<file path="config.mk">
export PLATFORM = sky130hd
export DESIGN_NAME = kvf_cmd
export DESIGN_NICKNAME = d
export VERILOG_FILES = /design/src/rtl/kvf_cmd.v
export VERILOG_INCLUDE_DIRS = /design/src /design/src/rtl
export SDC_FILE = /design/constraint.sdc
export NUM_CORES = 1
export LEC_CHECK = 0
export ABC_CLOCK_PERIOD_IN_PS = 4450
export BUFFER_PORTS_ARGS = -buffer_cell sky130_fd_sc_hd__buf_2
export CAP_MARGIN = 20
export CORE_MARGIN = 3
export CORE_UTILIZATION = 35
export DETAILED_ROUTE_END_ITERATION = 8
export GPL_TIMING_DRIVEN = 0
export SLEW_MARGIN = 10
export SYNTH_ARGS = -nofsm -noshare
export SYNTH_HDL_FRONTEND = slang
export SYNTH_SLANG_ARGS = --single-unit
</file>
<file path="constraint.sdc">
create_clock -name hclk -period 4.45 [get_ports hclk]
set_input_delay 0.89 -clock hclk [delete_from_list [all_inputs] [get_ports hclk]]
set_output_delay 0.89 -clock hclk [all_outputs]
set_load 0.1 [all_outputs]
</file>
<file path="src/rtl/kvf_consts.vh">
// constants for the key-version / file-settings command interpreter
// assumes a 32-bit ahb-lite register bus, word aligned offsets
`ifndef KVF_CONSTS_VH
`define KVF_CONSTS_VH
// register byte offsets
`define KVF_OFF_CTRL 8'h00
`define KVF_OFF_FRAME0 8'h04
`define KVF_OFF_FRAME1 8'h08
`define KVF_OFF_FRAME2 8'h0C
`define KVF_OFF_LEN 8'h10
`define KVF_OFF_KVER0 8'h14
`define KVF_OFF_KVER1 8'h18
`define KVF_OFF_FILES 8'h1C
`define KVF_OFF_TXNFILE 8'h20
`define KVF_OFF_TXNCTR 8'h24
`define KVF_OFF_FSET 8'h28
`define KVF_OFF_LIMIT 8'h2C
`define KVF_OFF_STATUS 8'h30
// ctrl bit positions
`define KVF_C_START 0
`define KVF_C_CHAIN 1
`define KVF_C_MACOK 2
`define KVF_C_NVMFAIL 3
`define KVF_C_CARD 4
`define KVF_C_MAUTH 5
`define KVF_C_LRP 6
`define KVF_C_CHGFREE 7
`define KVF_C_CHGNEVER 8
`define KVF_C_CHGAUTH 9
`define KVF_C_ENC 10
`define KVF_CTRL_RST 11'h004
// command codes
`define KVF_CMD_KEYREP 8'hC4
`define KVF_CMD_KVQ 8'h64
`define KVF_CMD_FSU 8'h5F
// status bytes
`define KVF_SW1 8'h91
`define KVF_ST_OK 8'h00
`define KVF_ST_ABORT 8'hCA
`define KVF_ST_INTEG 8'h1E
`define KVF_ST_LEN 8'h7E
`define KVF_ST_PARAM 8'h9E
`define KVF_ST_NOKEY 8'h40
`define KVF_ST_DENY 8'h9D
`define KVF_ST_AUTH 8'hAE
`define KVF_ST_NVM 8'hEE
`define KVF_ST_NOFILE 8'hF0
`define KVF_ST_ILLCMD 8'h1C
// frame lengths in bytes, command byte included; the limit lengths count the limit bytes only
`define KVF_LEN_KEYREP 4'h3
`define KVF_LEN_KVQ 4'h2
`define KVF_LEN_FSU 4'h5
`define KVF_LEN_LIM_AES 4'h4
`define KVF_LEN_LIM_LRP 4'h2
`define KVF_MAX_KEY 6'h04
`define KVF_ORIGIN_KVER 8'h00
`endif

</file>
<file path="src/rtl/kvf_cmd.v">
// key replacement, key version query and file settings update interpreter
// assumes one ahb-lite master, 32-bit words; the frame is loaded by software
// frame and length must be in place before the start strobe; the ctrl session bits are written with it
//
// The address map and register access over AHB-Lite were decided locally.
`include "kvf_consts.vh"
module kvf_cmd (
  input wire hclk,
  input wire hresetn,
  input wire hsel,
  input wire [31:0] haddr,
  input wire [1:0] htrans,
  input wire hwrite,
  input wire [2:0] hsize,
  input wire [31:0] hwdata,
  input wire hready,
  output reg [31:0] hrdata,
  output reg hreadyout,
  output reg hresp
);
  localparam ST_IDLE = 2'b01;
  localparam ST_EXEC = 2'b10;

  // sequencer state, one-hot
  reg [1:0] state_reg;

  // context, frame and key store written by software
  reg [10:0] ctrl_reg;
  reg [31:0] frame0_reg;
  reg [31:0] frame1_reg;
  reg [7:0] frame2_reg;
  reg [3:0] len_reg;
  reg [39:0] kver_reg;
  reg [31:0] files_reg;
  reg [4:0] txn_file_reg;
  reg [31:0] txn_ctr_reg;

  // results of the last command, read only
  reg [31:0] fset_reg;
  reg [31:0] limit_reg;
  reg [7:0] sw2_reg;
  reg [7:0] reply_reg;
  reg done_reg;

  // bus data-phase bookkeeping
  reg wr_pend_reg;
  reg rd_pend_reg;
  reg [7:0] addr_reg;

  // combinational results
  reg [7:0] sw2_next;
  reg [7:0] kq_ver;
  reg [31:0] rd_mux;

  // frame byte view: byte 0 is the command code
  wire [7:0] cmd_b = frame0_reg[7:0];
  wire [7:0] idx_b = frame0_reg[15:8];
  wire [7:0] opt_b = frame0_reg[23:16];
  wire [15:0] acc_set = {frame1_reg[7:0], frame0_reg[31:24]};
  wire [4:0] file_index = idx_b[4:0];
  wire is_txn_file = (file_index == txn_file_reg);
  wire lim_on = opt_b[5];
  // limit bytes arrive low byte first
  wire [31:0] txn_counter_limit = ctrl_reg[`KVF_C_LRP] ?
    {16'h0000, frame1_reg[23:8]} : {frame2_reg, frame1_reg[31:8]};
  wire [3:0] lim_len = ctrl_reg[`KVF_C_LRP] ? `KVF_LEN_LIM_LRP : `KVF_LEN_LIM_AES;
  wire [3:0] fsu_len = lim_on ? (`KVF_LEN_FSU + lim_len) : `KVF_LEN_FSU;

  // file settings checks, named so the priority chain below stays short
  wire fsu_mode_bad = (ctrl_reg[`KVF_C_ENC] == ctrl_reg[`KVF_C_CHGFREE]);
  wire fsu_rsvd_bad = (idx_b[7:5] != 3'b000) | (opt_b[7:6] != 2'b00) |
    (opt_b[3:2] != 2'b00);
  wire fsu_txn_bad = !is_txn_file & (opt_b[5] | opt_b[4]);
  wire fsu_lim_low = lim_on & (txn_counter_limit <= txn_ctr_reg);
  // a free change right needs no session, any other needs the change key
  wire fsu_no_auth = !ctrl_reg[`KVF_C_CHGFREE] & !ctrl_reg[`KVF_C_CHGAUTH];

  // version byte of the queried key; a case avoids a select past the store
  always @* begin
    case (idx_b[2:0])
      3'h0: kq_ver = kver_reg[7:0];
      3'h1: kq_ver = kver_reg[15:8];
      3'h2: kq_ver = kver_reg[23:16];
      3'h3: kq_ver = kver_reg[31:24];
      3'h4: kq_ver = kver_reg[39:32];
      default: kq_ver = 8'h00;
    endcase
  end

  // ahb address phase accepted
  wire ahb_go = hsel & htrans[1] & hready;
  wire ctrl_wr = wr_pend_reg & (addr_reg == `KVF_OFF_CTRL);
  wire start = ctrl_wr & hwdata[`KVF_C_START] & state_reg[0];

  // status decision; priority follows the order of the checks
  always @* begin
    sw2_next = `KVF_ST_OK;
    case (cmd_b)
      // key replacement: abort, length and integrity are checked first
      `KVF_CMD_KEYREP: begin
        if (ctrl_reg[`KVF_C_CHAIN])
          sw2_next = `KVF_ST_ABORT;
        else if (len_reg != `KVF_LEN_KEYREP)
          sw2_next = `KVF_ST_LEN;
        else if (!ctrl_reg[`KVF_C_MACOK])
          sw2_next = `KVF_ST_INTEG;
        else if (idx_b[7:6] != 2'b00)
          sw2_next = `KVF_ST_PARAM;
        else if (idx_b[5:0] > `KVF_MAX_KEY)
          sw2_next = `KVF_ST_NOKEY;
        else if (ctrl_reg[`KVF_C_CARD])
          sw2_next = `KVF_ST_DENY;
        else if (!ctrl_reg[`KVF_C_MAUTH])
          sw2_next = `KVF_ST_AUTH;
        else if (ctrl_reg[`KVF_C_NVMFAIL])
          sw2_next = `KVF_ST_NVM;
      end
      // key version query: no card level refusal, origin keys read 00h
      `KVF_CMD_KVQ: begin
        if (ctrl_reg[`KVF_C_CHAIN])
          sw2_next = `KVF_ST_ABORT;
        else if (len_reg != `KVF_LEN_KVQ)
          sw2_next = `KVF_ST_LEN;
        else if (!ctrl_reg[`KVF_C_MACOK])
          sw2_next = `KVF_ST_INTEG;
        else if (idx_b[7:4] != 4'h0)
          sw2_next = `KVF_ST_PARAM;
        else if (idx_b[5:0] > `KVF_MAX_KEY)
          sw2_next = `KVF_ST_NOKEY;
        else if (ctrl_reg[`KVF_C_NVMFAIL])
          sw2_next = `KVF_ST_NVM;
      end
      // file settings update: the frame protection must match the change right
      `KVF_CMD_FSU: begin
        if (ctrl_reg[`KVF_C_CHAIN])
          sw2_next = `KVF_ST_ABORT;
        else if (len_reg != fsu_len)
          sw2_next = `KVF_ST_LEN;
        else if (!ctrl_reg[`KVF_C_MACOK] | fsu_mode_bad)
          sw2_next = `KVF_ST_INTEG;
        else if (fsu_rsvd_bad)
          sw2_next = `KVF_ST_PARAM;
        else if (fsu_txn_bad)
          sw2_next = `KVF_ST_PARAM;
        else if (fsu_lim_low)
          sw2_next = `KVF_ST_PARAM;
        else if (ctrl_reg[`KVF_C_CARD])
          sw2_next = `KVF_ST_DENY;
        else if (!files_reg[file_index])
          sw2_next = `KVF_ST_NOFILE;
        else if (ctrl_reg[`KVF_C_CHGNEVER])
          sw2_next = `KVF_ST_DENY;
        else if (fsu_no_auth)
          sw2_next = `KVF_ST_AUTH;
        else if (ctrl_reg[`KVF_C_NVMFAIL])
          sw2_next = `KVF_ST_NVM;
      end
      // anything else is an unsupported command
      default: sw2_next = `KVF_ST_ILLCMD;
    endcase
  end

  // command sequencer: one cycle to execute, then idle with done set
  always @(posedge hclk or negedge hresetn) begin
    if (!hresetn) begin
      state_reg <= ST_IDLE;
      sw2_reg <= `KVF_ST_OK;
      reply_reg <= 8'h00;
      done_reg <= 1'b0;
      fset_reg <= 32'h00000000;
      limit_reg <= 32'h00000000;
    end else begin
      case (state_reg)
        // idle: a start strobe while busy is simply dropped
        ST_IDLE: begin
          if (start) begin
            state_reg <= ST_EXEC;
            done_reg <= 1'b0;
          end
        end
        // one decision cycle; stores change only on success
        ST_EXEC: begin
          state_reg <= ST_IDLE;
          done_reg <= 1'b1;
          sw2_reg <= sw2_next;
          reply_reg <= 8'h00;
          if (sw2_next == `KVF_ST_OK) begin
            if (cmd_b == `KVF_CMD_KVQ)
              reply_reg <= ctrl_reg[`KVF_C_CARD] ? `KVF_ORIGIN_KVER : kq_ver;
            if (cmd_b == `KVF_CMD_FSU) begin
              fset_reg <= {acc_set, opt_b, 3'b000, file_index};
              if (lim_on)
                limit_reg <= txn_counter_limit;
            end
          end
        end
        default: state_reg <= ST_IDLE;
      endcase
    end
  end

  // software-loaded registers; key version store also takes replacements
  always @(posedge hclk or negedge hresetn) begin
    if (!hresetn) begin
      ctrl_reg <= `KVF_CTRL_RST;
      frame0_reg <= 32'h00000000;
      frame1_reg <= 32'h00000000;
      frame2_reg <= 8'h00;
      len_reg <= 4'h0;
      kver_reg <= 40'h0000000000;
      files_reg <= 32'h00000000;
      txn_file_reg <= 5'h00;
      txn_ctr_reg <= 32'h00000000;
    end else begin
      // the start bit is a strobe and is never stored
      if (wr_pend_reg) begin
        case (addr_reg)
          `KVF_OFF_CTRL: ctrl_reg <= {hwdata[10:1], 1'b0};
          `KVF_OFF_FRAME0: frame0_reg <= hwdata;
          `KVF_OFF_FRAME1: frame1_reg <= hwdata;
          `KVF_OFF_FRAME2: frame2_reg <= hwdata[7:0];
          `KVF_OFF_LEN: len_reg <= hwdata[3:0];
          `KVF_OFF_KVER0: kver_reg[31:0] <= hwdata;
          `KVF_OFF_KVER1: kver_reg[39:32] <= hwdata[7:0];
          `KVF_OFF_FILES: files_reg <= hwdata;
          `KVF_OFF_TXNFILE: txn_file_reg <= hwdata[4:0];
          `KVF_OFF_TXNCTR: txn_ctr_reg <= hwdata;
          default: ;
        endcase
      end
      // new version byte sits in frame byte 2 once the cryptogram is unwrapped
      if (state_reg[1] & (cmd_b == `KVF_CMD_KEYREP) & (sw2_next == `KVF_ST_OK))
        kver_reg[{idx_b[2:0], 3'b000} +: 8] <= opt_b;
    end
  end

  // read mux, unmapped words read zero
  always @* begin
    case (addr_reg)
      `KVF_OFF_CTRL: rd_mux = {21'h00000, ctrl_reg};
      `KVF_OFF_FRAME0: rd_mux = frame0_reg;
      `KVF_OFF_FRAME1: rd_mux = frame1_reg;
      `KVF_OFF_FRAME2: rd_mux = {24'h000000, frame2_reg};
      `KVF_OFF_LEN: rd_mux = {28'h0000000, len_reg};
      `KVF_OFF_KVER0: rd_mux = kver_reg[31:0];
      `KVF_OFF_KVER1: rd_mux = {24'h000000, kver_reg[39:32]};
      `KVF_OFF_FILES: rd_mux = files_reg;
      `KVF_OFF_TXNFILE: rd_mux = {27'h000000, txn_file_reg};
      `KVF_OFF_TXNCTR: rd_mux = txn_ctr_reg;
      `KVF_OFF_FSET: rd_mux = fset_reg;
      `KVF_OFF_LIMIT: rd_mux = limit_reg;
      `KVF_OFF_STATUS: rd_mux = {reply_reg, 6'h00, state_reg[1], done_reg,
                                 sw2_reg, `KVF_SW1};
      default: rd_mux = 32'h00000000;
    endcase
  end

  // ahb slave: writes zero wait; reads take one wait state so that a
  // read right behind a write always sees the written value
  always @(posedge hclk or negedge hresetn) begin
    if (!hresetn) begin
      hrdata <= 32'h00000000;
      hreadyout <= 1'b1;
      hresp <= 1'b0;
      wr_pend_reg <= 1'b0;
      rd_pend_reg <= 1'b0;
      addr_reg <= 8'h00;
    end else begin
      hresp <= 1'b0;
      wr_pend_reg <= 1'b0;
      // second cycle of a read: present the word and end the wait
      if (rd_pend_reg) begin
        hrdata <= rd_mux;
        hreadyout <= 1'b1;
        rd_pend_reg <= 1'b0;
      end else if (ahb_go) begin
        // address phase: keep the offset, stall reads for one cycle
        addr_reg <= {haddr[7:2], 2'b00};
        wr_pend_reg <= hwrite;
        rd_pend_reg <= ~hwrite;
        hreadyout <= hwrite;
      end
    end
  end
endmodule // kvf_cmd

</file>
==> run summary <==
From left edge to right edge, the die measures 223 um. Once detailed placement completed, the half-perimeter wirelength came to 50.0 mm. The total count of max-transition violations in the final report came out at 0. The logs give 48.0% for the sequential fraction of the synthesis area and 13100 for the number of global-route vias before repair. The net switching fraction of the power is 32.3%. The share of total power dissipated in sequential elements is 42.6%. Part of the total power dissipated in the clock network: 38.8%. STA classifies the critical path startpoint as a flop. The source-to-sink clock delay at the later pin of the worst-skew pair came out at 0.56 ns. Setup violations remaining at the end of the flow were counted as 0.

In the post-route analysis, the smallest setup slack over all paths is 0.0344 ns. The synthesized design contains 0 enable-type register cells. The worst pin sits at a relative slew slack of 23.3%. Number of flip-flops under the largest register name: 40. In this run the remaining antenna-violating nets after routing total 0. The worst min-delay path category is input port to asynchronous set/reset pin. In the synthesized netlist the dominant register cell turns out to be dfrtp_1.

The area occupied by registers was 7910 sq um. Port buffering added 72 buffers. Cells with a size suffix above 1 make up 26.9% of the layout. The H-tree generated during clock tree synthesis spans 2 levels. Routability-driven placement finished with a final weighted congestion of 1.02. Of all flip-flops after synthesis, the portion carrying an async set or reset was 100%.

The top layer reached by signal wires is met5. The run gives 35.8% as the initial cell density of the core. Counting every sink on the clock net gives 316.

Most frequent standard cell in the layout excluding fill and tap cells: dfrtp_1. The cell family contributing the most delay on the critical path is simple AND/OR/NAND/NOR gates. Setup repair after global routing left no endpoint under its margin.

Counting I/O delays and the setup requirement, the final critical path takes 4.42 ns. For this design the static power due to leakage is 8.37 nW. From bottom edge to top edge, the die measures 223 um. The pre-antenna-repair detailed-routing pass consisted of 9 iterations.

Detailed routing inserted a total of 13400 vias. The total DRC errors in the routed layout was 1. The checks that failed: design-rule violations. In the layout the commonest cells are dfrtp_1 (312), mux2_2 (224), mux2i_1 (80). Type of the setup path with the least slack: flop to flop. Traced cell by cell, the critical path runs through clkbuf_2 > nor2b_1 > ha_1 > nand4_1 > nor3_2 > a22oi_1 > o2111ai_4 > o2111ai_1 > a2111oi_4 > buf_4 > buf_6 > mux2_2. The I/O pin count is 108, and the initial antenna violation count is 2. In the global route stage, overall resource usage came out at 26.7%.

Synthesis inferred 316 register bits. The top fanout value on the critical path was 11. The flow ran to the end, but the final reports show violations. The combined area of the multi-input logic cells came out at 8050 sq um.

The maximum number of pins on one net before global-route repair came out at 108. Yosys mapped the design onto 81 distinct sky130hd cell types. The tools report the net load switching power as 2.57 mW. The design draws 7.95 mW. Relative to the synthesized area, the layout overhead comes to 15.7%. For the pin with the worst max-slew slack, the measured transition is 1.14 ns. The die covers 49700 sq um. Ranked by total cell area, the synthesized netlist is headed by dfrtp_1 (48%), mux2_2 (15%), mux2i_1 (4.9%), a22oi_1 (3.2%), ha_1 (2.9%). The setup clock skew after layout is 0.0175 ns. The via density per instance came out at 6.24. The tools report the library cell used as clock root buffer as clkbuf_16. Once placement finished, the instance area stood at 17700 sq um. For the global-route wire length before repair, the log shows 96.5 mm. Largest vdd supply drop: 0.273 mV. Timing analysis after detailed placement gives a worst setup slack of -1.34 ns.

Max-cap violations in this run came to 0. The core region is 46000 sq um. The tightest hold path in the finished design has a slack of 0.176 ns. The longest clock path from root to sink contains 3 buffers. Dividing the final minimum period by the clock period gives 99.2%.

The buffer and inverter count on the worst path is 3, and the cell area after synthesis is 16500 sq um. The slowest stage of the critical path is the dfrtp_2 cell. Row generation in the floorplan step produced 78 rows. The amount of wire on met3 after detailed routing came out at 6.53 mm. The required time of the critical path was 4.88 ns; the remaining global-route overflow was 0.

The final layout contains routed wiring with a total length of 67.7 mm. After synthesis, the mean cell area works out to 11.8 sq um. Dividing the detail-routed wire length by the instance count gives 31.5 um.

Buffers inserted during clock tree synthesis total 36. STA classifies the critical path endpoint as a flop. The cell count after synthesis came out at 1399. Dividing total power by cell area gives a power density of 417 nW/um^2. Fill cells in the final layout number 4392. Detailed routing placed a total of 29.7 mm of wire on met2. TritonCTS built the clock tree.

The share of total power dissipated in combinational logic is 18.5%. Cell accounting for the most synthesized area: dfrtp_1. For this run, the number of Yosys warnings is 0.

The tools report the number of violations reported at the end of detailed-routing iteration 0 as 1686. For this run, the slowest stage of the critical path takes 0.53 ns. The post-synthesis net count was 1511. The fmax was 226 MHz; the routed length on met1 was 28.5 mm. After routing the design area is 19100 sq um. The tools report the internal power as 5.38 mW.

In the final design database the tool counted 1632 nets. At the worst endpoint, the arrival time is 4.85 ns. Of the post-synthesis cell area, the dominant cell type holds 47.5%.

For the final-report hold violation count, the log shows 0. Clock-pin slew was measured on the worst setup and hold paths at 0.06 ns.
metal layers:
| layer | vias to the layer above | track usage, % |
|---|---|---|
| met5 | - | 0 |
| met4 | 2 | 10.7 |
| met1 | 6917 | 36.9 |
| li1 | 5548 | - |
| met2 | 757 | 40.4 |
| met3 | 171 | 6.58 |
metrics by stage:
step                      util (%)  instances   TNS, ns
after floorplan                  -       1399         0
after global placement        38.3       2071  -1233.68
after detailed placement      38.5       2076    -92.37
after CTS                     41.3       2141         0
after global routing          41.5       2145         0
final                         41.5       2146         0
cell type report:
class,instances,area share [%]
clock inverters,11,0.715
plain buffers,89,2.06
diodes,1,0.0131
well taps,600,3.94
clock buffers,52,5.57
flip-flops and latches,316,41.5
multi-input cells,941,42.2
repair buffers,85,2.97
inverters,51,1.00
cell usage after synthesis (4+ instances only):
| cell | number |
|---|---|
| a21o_1 | 19 |
| a221o_1 | 6 |
| a221oi_1 | 17 |
| a22o_1 | 7 |
| a22oi_1 | 71 |
| and3_1 | 5 |
| a41oi_1 | 11 |
| a21oi_1 | 36 |
| buf_2 | 5 |
| a211oi_1 | 5 |
| nand3b_1 | 5 |
| buf_1 | 23 |
| o21ai_0 | 21 |
| nor2b_1 | 23 |
| mux2_4 | 5 |
| clkbuf_1 | 55 |
| buf_6 | 6 |
| inv_1 | 50 |
| a222oi_1 | 24 |
| ha_1 | 38 |
| nand4_1 | 13 |
| a31oi_1 | 10 |
| nor2_1 | 50 |
| o2bb2ai_1 | 18 |
| mux2i_1 | 80 |
| nor4b_1 | 4 |
| nor3_1 | 18 |
| nand3_1 | 21 |
| o2111ai_1 | 11 |
| nand2b_1 | 9 |
| o41ai_1 | 8 |
| o211ai_1 | 10 |
| mux4_2 | 5 |
| nor3b_1 | 4 |
| mux2_2 | 224 |
| dfrtp_1 | 313 |
| nand2_1 | 77 |
| o21a_1 | 11 |
| and2_1 | 10 |
power groups by stage:
stage / clock network [mW] / registers, mW / logic [mW]
after global placement: 0 / 3.41 / 1.41
after detailed placement: 0 / 3.42 / 1.44
after floorplan: 0 / 3.44 / 0.756
after CTS: 3.11 / 3.37 / 1.44
after global routing: 3.23 / 3.40 / 1.56
final: 3.09 / 3.39 / 1.47
logic make-up (layout without fill, tap and decap cells):
kind of cell	Yosys count	in the layout	share of synthesized area (%)
xor gates and xnor gates	6	6	0.319
buffers and inverters	142	288	3.59
muxes	314	314	21.3
other	1	2	0.0228
and+or+nand+nor	258	258	8.04
DFF	316	316	48.0
AOI/OAI and AO/OA	324	324	15.8
adders and majority gates	38	38	2.89
final timing paths:
| path | from | end | slack [ns] | cells past startpoint |
|---|---|---|---|---|
| min reg2reg | hrdata[30]$_DFFE_PN0P_ | hrdata[30]$_DFFE_PN0P_ | 0.47 | 1 |
| max reg2reg | ctrl_reg[6]$_DFFE_PN0P_ | limit_reg[29]$_DFFE_PN0P_ | 0.03 | 12 |
| max | ctrl_reg[6]$_DFFE_PN0P_ | limit_reg[29]$_DFFE_PN0P_ | 0.03 | 12 |
| min in group hclk | hrdata[30]$_DFFE_PN0P_ | hrdata[30]$_DFFE_PN0P_ | 0.47 | 1 |
| min | hresetn | txn_ctr_reg[20]$_DFFE_PN0P_ | 0.18 | 1 |
| max in group asynchronous | hresetn | hrdata[0]$_DFFE_PN0P_ | 2.96 | 3 |
repair_timing:
action / CTS / global route
endpoints found under the hold margin: 0 / 0
buffers inserted: 3 / 3
pin swaps: 3 / 3
setup endpoints to repair: 113 / 68
hold buffers: 0 / 0
resized for setup: 9 / 5
(Power assumes the default switching activity.)
